File: src/design/repeater_config_consts.vh
`ifndef REPEATER_CONFIG_CONSTS_VH
`define REPEATER_CONFIG_CONSTS_VH

// Register offsets.
`define RCR_ID_OFFSET        8'h00
`define RCR_CTRL1_OFFSET     8'h01
`define RCR_CTRL2_OFFSET     8'h02

// Reset values.
`define RCR_ID_RESET         8'h00
`define RCR_CTRL1_RESET      8'h00
`define RCR_CTRL2_RESET      8'h00

// Identification register fields.
`define RCR_ID_RSVD_BIT      7
`define RCR_ID_STRAP_MSB     6
`define RCR_ID_STRAP_LSB     3
`define RCR_ID_LOADING_BIT   2

// First control register fields.
`define RCR_CTRL1_TALK_A_BIT 7
`define RCR_CTRL1_TALK_B_BIT 6
`define RCR_CTRL1_LOS_SEL_BIT 2

// The strap capture waits this many edges after reset release.
`define RCR_STRAP_CAPTURE_CNT 2'h2

// Second control register fields.
`define RCR_CTRL2_OVR_EN_BIT  5
`define RCR_CTRL2_OVR_LVL_BIT 4

`endif

File: src/design/repeater_config_registers.v
// Contract
// - ID bits 6:3 return sampled strap address.
// - ID bit 2 high while EEPROM loads.
// - Control1 bits 7:6 enable continuous talk A/B.
// - Control1 bit 2 picks channel B signal-loss.
// - Control2 bit 5 makes pin follow override.
// - Override level 1 normal, 0 asserts loss.
`timescale 1ns/1ns
`default_nettype none
`include "repeater_config_consts.vh"

module repeater_config_registers (
    input  wire       core_clk,
    input  wire       rst,
    input  wire       reg_wr_en,
    input  wire       reg_rd_en,
    input  wire [7:0] reg_addr,
    input  wire [7:0] reg_wdata,
    output reg  [7:0] reg_rdata,
    input  wire       eeprom_loading,
    input  wire       eeprom_wr_en,
    input  wire [7:0] eeprom_addr,
    input  wire [7:0] eeprom_wdata,
    input  wire [3:0] strap_addr,
    input  wire       loss_detect_a,
    input  wire       loss_detect_b,
    output reg        continuous_talk_a,
    output reg        continuous_talk_b,
    output reg        signal_loss_out
);

    // Synchronisers, stored fields and the shared write and read paths.
    reg  [3:0] strap_meta_q;
    reg  [3:0] strap_sync_q;
    reg  [3:0] strap_q;
    reg  [1:0] strap_cnt_q;
    wire [1:0] loss_raw;
    wire [1:0] loss_sync;
    reg        id_rsvd_q;
    reg  [7:0] ctrl1_q;
    reg  [7:0] ctrl2_q;
    reg  [7:0] rdata_d;
    reg        loss_d;
    wire       wr_en;
    wire [7:0] wr_addr;
    wire [7:0] wr_data;
    wire       signal_loss_source_select;
    wire       signal_loss_pin_override_enable;
    wire       signal_loss_override_level;
    genvar     ch;

    // Strap pins come from outside the clock domain; two flops first.
    always @(posedge core_clk or posedge rst)
    begin
        if (rst)
        begin
            strap_meta_q <= 4'h0;
            strap_sync_q <= 4'h0;
        end
        else
        begin
            strap_meta_q <= strap_addr;
            strap_sync_q <= strap_meta_q;
        end
    end

    // Each channel's detector crosses in through its own two flops.
    assign loss_raw = {loss_detect_b, loss_detect_a};
    generate
        for (ch = 0; ch < 2; ch = ch + 1)
        begin : g_loss_sync
            reg meta_q;
            reg sync_q;
            always @(posedge core_clk or posedge rst)
            begin
                if (rst)
                begin
                    meta_q <= 1'b0;
                    sync_q <= 1'b0;
                end
                else
                begin
                    meta_q <= loss_raw[ch];
                    sync_q <= meta_q;
                end
            end
            assign loss_sync[ch] = sync_q;
        end
    endgenerate

    // The strap is taken once, at the third edge after reset release,
    // when the synchroniser finally holds the pin value. Taking it any
    // earlier would latch the reset zeros of the synchroniser instead.
    always @(posedge core_clk or posedge rst)
    begin
        if (rst)
        begin
            strap_q     <= 4'h0;
            strap_cnt_q <= 2'h0;
        end
        else if (strap_cnt_q != 2'h3)
        begin
            strap_cnt_q <= strap_cnt_q + 2'h1;
            if (strap_cnt_q == `RCR_STRAP_CAPTURE_CNT)
            begin
                strap_q <= strap_sync_q;
            end
        end
    end

    // The EEPROM loader owns the register write port while it writes.
    // A host write that lands in the same cycle is dropped, so the host
    // must not write while the loading flag is still set.
    assign wr_en   = eeprom_wr_en | reg_wr_en;
    assign wr_addr = eeprom_wr_en ? eeprom_addr : reg_addr;
    assign wr_data = eeprom_wr_en ? eeprom_wdata : reg_wdata;

    // Writable register storage; self-clearing ID bits 1:0 keep nothing.
    // Writes to offsets outside the bank are ignored.
    always @(posedge core_clk or posedge rst)
    begin
        if (rst)
        begin
            id_rsvd_q <= 1'b0;
            ctrl1_q   <= `RCR_CTRL1_RESET;
            ctrl2_q   <= `RCR_CTRL2_RESET;
        end
        else if (wr_en)
        begin
            if (wr_addr == `RCR_ID_OFFSET)
            begin
                id_rsvd_q <= wr_data[`RCR_ID_RSVD_BIT];
            end
            else if (wr_addr == `RCR_CTRL1_OFFSET)
            begin
                ctrl1_q <= wr_data;
            end
            else if (wr_addr == `RCR_CTRL2_OFFSET)
            begin
                ctrl2_q <= wr_data;
            end
        end
    end

    // Named views of the control fields that steer the loss pin.
    assign signal_loss_source_select =
        ctrl1_q[`RCR_CTRL1_LOS_SEL_BIT];
    assign signal_loss_pin_override_enable =
        ctrl2_q[`RCR_CTRL2_OVR_EN_BIT];
    assign signal_loss_override_level =
        ctrl2_q[`RCR_CTRL2_OVR_LVL_BIT];

    // Read mux; unmapped offsets read as zero.
    // The loading flag is read straight from the loader, which runs on
    // this clock, so it needs no synchroniser.
    always @*
    begin
        rdata_d = 8'h00;
        if (reg_addr == `RCR_ID_OFFSET)
        begin
            rdata_d[`RCR_ID_RSVD_BIT] = id_rsvd_q;
            rdata_d[`RCR_ID_STRAP_MSB:`RCR_ID_STRAP_LSB] =
                strap_q;
            rdata_d[`RCR_ID_LOADING_BIT] = eeprom_loading;
        end
        else if (reg_addr == `RCR_CTRL1_OFFSET)
        begin
            rdata_d = ctrl1_q;
        end
        else if (reg_addr == `RCR_CTRL2_OFFSET)
        begin
            rdata_d = ctrl2_q;
        end
    end

    // Pin override replaces detection; level 0 forces a loss indication.
    // Without the override the selected channel's detector is passed on.
    always @*
    begin
        if (signal_loss_pin_override_enable)
        begin
            loss_d = ~signal_loss_override_level;
        end
        else if (signal_loss_source_select)
        begin
            loss_d = loss_sync[1];
        end
        else
        begin
            loss_d = loss_sync[0];
        end
    end

    // Output flops for read data and the control outputs.
    // Read data is loaded only on a read strobe and holds until the next.
    // The loss pin lags its detector by three edges in all.
    always @(posedge core_clk or posedge rst)
    begin
        if (rst)
        begin
            reg_rdata         <= 8'h00;
            continuous_talk_a <= 1'b0;
            continuous_talk_b <= 1'b0;
            signal_loss_out   <= 1'b0;
        end
        else
        begin
            if (reg_rd_en)
            begin
                reg_rdata <= rdata_d;
            end
            continuous_talk_a <= ctrl1_q[`RCR_CTRL1_TALK_A_BIT];
            continuous_talk_b <= ctrl1_q[`RCR_CTRL1_TALK_B_BIT];
            signal_loss_out   <= loss_d;
        end
    end

endmodule // repeater_config_registers

`default_nettype wire

File: config.mk
export PLATFORM = sky130hd
export DESIGN_NAME = repeater_config_registers
export DESIGN_NICKNAME = d
export VERILOG_FILES = /design/src/design/repeater_config_registers.v
export VERILOG_INCLUDE_DIRS = /design/src /design/src/design
export SDC_FILE = /design/constraint.sdc
export NUM_CORES = 1
export LEC_CHECK = 0
export ABC_AREA = 1
export CORE_MARGIN = 1.5
export CORE_UTILIZATION = 67
export CTS_CLUSTER_SIZE = 25
export DETAILED_ROUTE_END_ITERATION = 8
export DONT_BUFFER_PORTS = 1
export PLACE_DENSITY = 0.83
export SYNTH_ARGS = -nofsm -noshare
export SYNTH_HDL_FRONTEND = slang
export SYNTH_SLANG_ARGS = --single-unit
File: constraint.sdc
create_clock -name core_clk -period 3.76 [get_ports core_clk]
set_input_delay 0.376 -clock core_clk [delete_from_list [all_inputs] [get_ports core_clk]]
set_output_delay 0.376 -clock core_clk [all_outputs]
set_load 0.02 [all_outputs]
After elaboration in Yosys (flattened, before gate mapping):

Cells that the tools add are included.

* bits in registers: 46
* latch bits: 0
* bits in writable memories: 0
* bits in read-only memories: 0
* output and inout bits: 11
* logic and storage cells: 40
* memories: 0

* add/sub/neg operators: 1
* multipliers: 0
* divide/modulo/power cells: 0
* magnitude comparators: 0
* equal/unequal tests: 6
* shifts and indexed selects: 0
* muxes and demuxes: 8
* bitwise operators: 4
* reduce and logical (&&, ||, !) cells: 6

Operators with widths (number)
* 8-bit two-way mux: 4
* 8-bit by 1-bit equality test with 1-bit output, second input constant: 2
* 8-bit by 2-bit equality test with 1-bit output, second input constant: 2
* 8-bit zero test: 2
* 6-bit two-way mux: 1
* 2-bit AND reduction: 2
* 4-bit AND reduction: 1
* 1-bit inverter: 3
* 3-bit AND reduction: 1
* 2-bit by 1-bit adder with 2-bit output, second input constant: 1
* 2-bit equality test, second input constant: 1
* 1-bit two-way mux: 2
* 2-bit two-way mux: 1
* 2-bit != test, second input constant: 1
* 1-bit bitwise OR: 1

Longest topological paths before layout:

* depth after elaboration: 4
* mapped depth: 9
* mapped depth without buffers: 8

Worst setup path after synthesis:

OpenSTA, ideal clock, no wires.

* path type: input port to flip-flop
* from: in reg_addr[4]
* to: reg reg_rdata[2]
* library setup time: 0.116 ns
* data arrival time: 1.215 ns
* data required time: 3.644 ns
* path slack: 2.428 ns
* stages on the path: 8
* path buffers: 1
* path through: nor2_1 and2_1 buf_2 nand4_2 nand2_1 nand2_1 nand2_1 nand2_1

* longest elaborated chain between the ends: 4
* elaborated cells on any way between the ends: 6
* classes of those cells: 2 x eq/ne; 3 x mux; 1 x reduce/logical

RTL lines
* start, declared: line repeater_config_registers.v:17 `input wire [7:0] reg_addr,`
* 8-bit by 2-bit equality test with 1-bit output (no source line)
* 8-bit two-way mux: line repeater_config_registers.v:170 `` else if (reg_addr == `RCR_CTRL2_OFFSET) ``
* 8-bit two-way mux: line repeater_config_registers.v:166 `` else if (reg_addr == `RCR_CTRL1_OFFSET) ``
* 6-bit two-way mux (*): line repeater_config_registers.v:159 `` if (reg_addr == `RCR_ID_OFFSET) ``
* end signal, assigned: line repeater_config_registers.v:210 `reg_rdata <= rdata_d;`
* end, declared: line repeater_config_registers.v:19 `output reg [7:0] reg_rdata,`

Every way passes the cells marked *; elsewhere a longest branch is shown, timed or not.
A chain may end at the register's enable or synchronous reset.

Worst setup path in the final report:

* from: in reg_addr[4]
* to: reg reg_rdata[4]

Same word-level chain as after synthesis.

==> summary.md <==
| Metric | Value |
|---|---|
| Die H | `60.7 µm` |
| Drt pass-1 iters | `5` |
| Final setup margin | `2370 ps` |
| Initial Utilization | `71.8%` |
| Detailed Route WL | `3.87 mm` |
| Main synth FF type | `dfrtp_1` |
| H-tree Lvls | `2` |
| Worst slew margin | `63.0%` |
| Total negative setup slack | `0 ps` |
| GRT Residual Overflow | `0` |
| Synth Warn # | `0` |
| EDFF count, synth | `0` |
| Worst-case reg-to-reg path depth | `3` |
| RR Endpoint | `strap_q[0]` |
| Count of cell types in the netlist | `29` |
| Placed wire-length estimate | `2.89 mm` |
| Pwr Total | `0.000857 W` |
| I/O Pins | `55` |
| Most frequent cells in the layout | `104 x nand2_1, 46 x dfrtp_1, 24 x nand3_1` |
| Routability Congestion | `0.846` |
| Highest Clock Rate | `718 MHz` |
| Root Driver | `clkbuf_4` |
| Synth async-reset ratio | `100%` |
| Routed Antenna Nets | `0` |
| Number of port buffers | `0` |
| R2R Setup Slk | `2540 ps` |
| Crit path time final | `1390 ps` |
| Ranking of synthesized cells by area | `dfrtp_1 52%, nand2_1 18%, nand3_1 5.4%` |
| Pins Over Slew Limit | `0` |
| Crit path capture type | `register` |
| CP Class | `in -> reg` |
| Final Hold Fails | `0` |
| Cell taking the most area after synthesis | `dfrtp_1` |
| Ant. Diodes | `0` |
| Pwr per Cell Area | `364 mW/mm²` |
| Max-cap violations | `0` |
| Vias/cell | `5.39` |
| DR WL/cell | `12.6 µm` |
| CTS tree | `yes` |
| Drt drc | `0` |
| RSZ-0062 raised after global routing | `false` |
| Commonest non-fill, non-tap cell in the layout | `nand2_1` |
| Seq/Total Area, Yosys | `51.7%` |
| Net Count, Synth | `302` |
| Slew @ Worst Pin | `555 ps` |
| Period utilization | `37.1%` |
| Place WS | `1990 ps` |
| CP Launch Type | `primary input` |
| Post-Synthesis Cells | `256` |
| Syn_area_per_cell | `8.70 µm²` |
| Post-CTS Resized | `0` |
| Area growth syn-to-layout | `5.79%` |
| Largest net degree at the start of global routing | `47` |
| # rows | `20` |
| Worst R2R Start | `strap_cnt_q[0]` |
| Setup-failing EPs final | `0` |
| First-pass GRT wire length | `6.55 mm` |
| Leakage | `1.27 nW` |
| Nets | `309` |
| Hold Path Class | `in -> async` |
| Core Util, Final | `75.9%` |
| Layout cells sized above 1 | `14.8%` |
| Initial antenna violation count | `0` |
| Iter 0 DRT Violations | `112` |
| Worst-skew pair later-pin latency | `370 ps` |
| Core box area | `0.00310 mm²` |
| Tot GR Track Use | `24.5%` |
| Die Area | `0.00368 mm²` |
| Maximum vdd drop | `0.296 mV` |
| DR vias | `1659` |
| Critical Path RT | `4030 ps` |
| Status | `finished clean` |
| Clock-pin slew on the worst setup and hold paths | `130 ps` |
| Post-route non-filler standard cell count | `308` |
| Crit path arrival time | `1660 ps` |
| Clock Skew | `10.0 ps` |
| Maximum buffer depth of the clock tree | `2` |
| Number of global-route vias before repair | `1458` |
| #FFs+latches synth | `46` |
| Post-Place Cells | `294` |
| Cell area after synthesis | `0.00223 mm²` |
| Max Fanout on Critical Path | `17` |
| Die Wd | `60.7 µm` |
| Num Clock Sinks | `46` |
| Top cell type's share of synthesized area | `51.7%` |
| TritonCTS Buffers | `5` |
-- registers in the layout, summed over array words and instances (netlist names) --
register,cells
g_loss_sync.meta_q,2
ctrl2_q,8
continuous_talk_a,1
signal_loss_out,1
strap_q,4
continuous_talk_b,1
reg_rdata,8
ctrl1_q,8
strap_sync_q,4
id_rsvd_q,1
strap_meta_q,4
strap_cnt_q,2
g_loss_sync.sync_q,2
-- kinds of logic after synthesis --
| family | synth area share (%) |
|---|---|
| adder cells (fa/ha/maj) | 1.12 |
| buffers and inverters | 5.90 |
| AND/OR/NAND/NOR | 34.7 |
| XOR/XNOR | 0.393 |
| AO/OA/AOI/OAI | 4.16 |
| flip-flops | 51.7 |
| multiplexers | 2.02 |
-- cell usage after synthesis (3+ instances only) --
master / number
nand2_2: 4
nand3_1: 24
nand2_1: 104
buf_2: 3
nand4_1: 9
mux2_2: 4
dfrtp_1: 46
inv_1: 20
o21ai_2: 8
nor2_1: 7
-- worst max-delay path: stages --
cell	delay, ps
nor2_1	100
and2_1	470
nand4_2	270
nand2_1	240
nand2_1	80
nand2_1	60
nand2_1	50
-- per-layer routing --
layer	up-vias	track usage [%]	wire [µm]
met1	765	35.3	1870
met2	50	35.5	1720
met4	0	7.45	53
met3	7	7.89	222
met5	-	0	0
li1	837	-	-
-- worst max-delay path by stage --
stage,start,to,slack [ps],cells past startpoint
6_report,reg_addr[4],reg_rdata[4],2370,7
5_1_grt,reg_addr[4],reg_rdata[4],2130,7
4_1_cts,reg_addr[4],reg_rdata[4],2370,7
3_5_place_dp,reg_addr[4],reg_rdata[4],1990,7
3_3_place_gp,reg_addr[4],reg_rdata[5],2060,7
2_1_floorplan,rst,continuous_talk_a,2300,1
-- final cells by class --
type | count | area, µm²
Clock buffer | 6 | 41.3
Inverter | 22 | 82.6
Tap cell | 44 | 55.1
Timing Repair Buffer | 7 | 67.6
Sequential cell | 46 | 1150
Multi-Input combinational cell | 181 | 945
Clock inverter | 2 | 13.8
Fill cell | 239 | 747
-- metrics by stage --
step / instance area [µm²] / hold WS, ps
2_1_floorplan: 2230 / 331
3_3_place_gp: 2240 / 333
3_5_place_dp: 2240 / 339
4_1_cts: 2300 / 16.1
5_1_grt: 2360 / 37.0
6_report: 2360 / 10.9
-- repair_timing --
action | 4_1_cts | 5_1_grt
hold buffers | 0 | 6
buffers inserted | 0 | 0
endpoints found under the hold margin | 0 | 6
-- power by group --
| group | internal, W | total (W) | switching, W |
|---|---|---|---|
| Clock | 0.0000735 | 0.000225 | 0.000151 |
| Combinational | 0.0000316 | 0.0000875 | 0.0000559 |
| Sequential | 0.000523 | 0.000545 | 0.0000217 |
| Total | 0.000628 | 0.000857 | 0.000229 |
No activity file was read; power rests on OpenSTA's default activity.
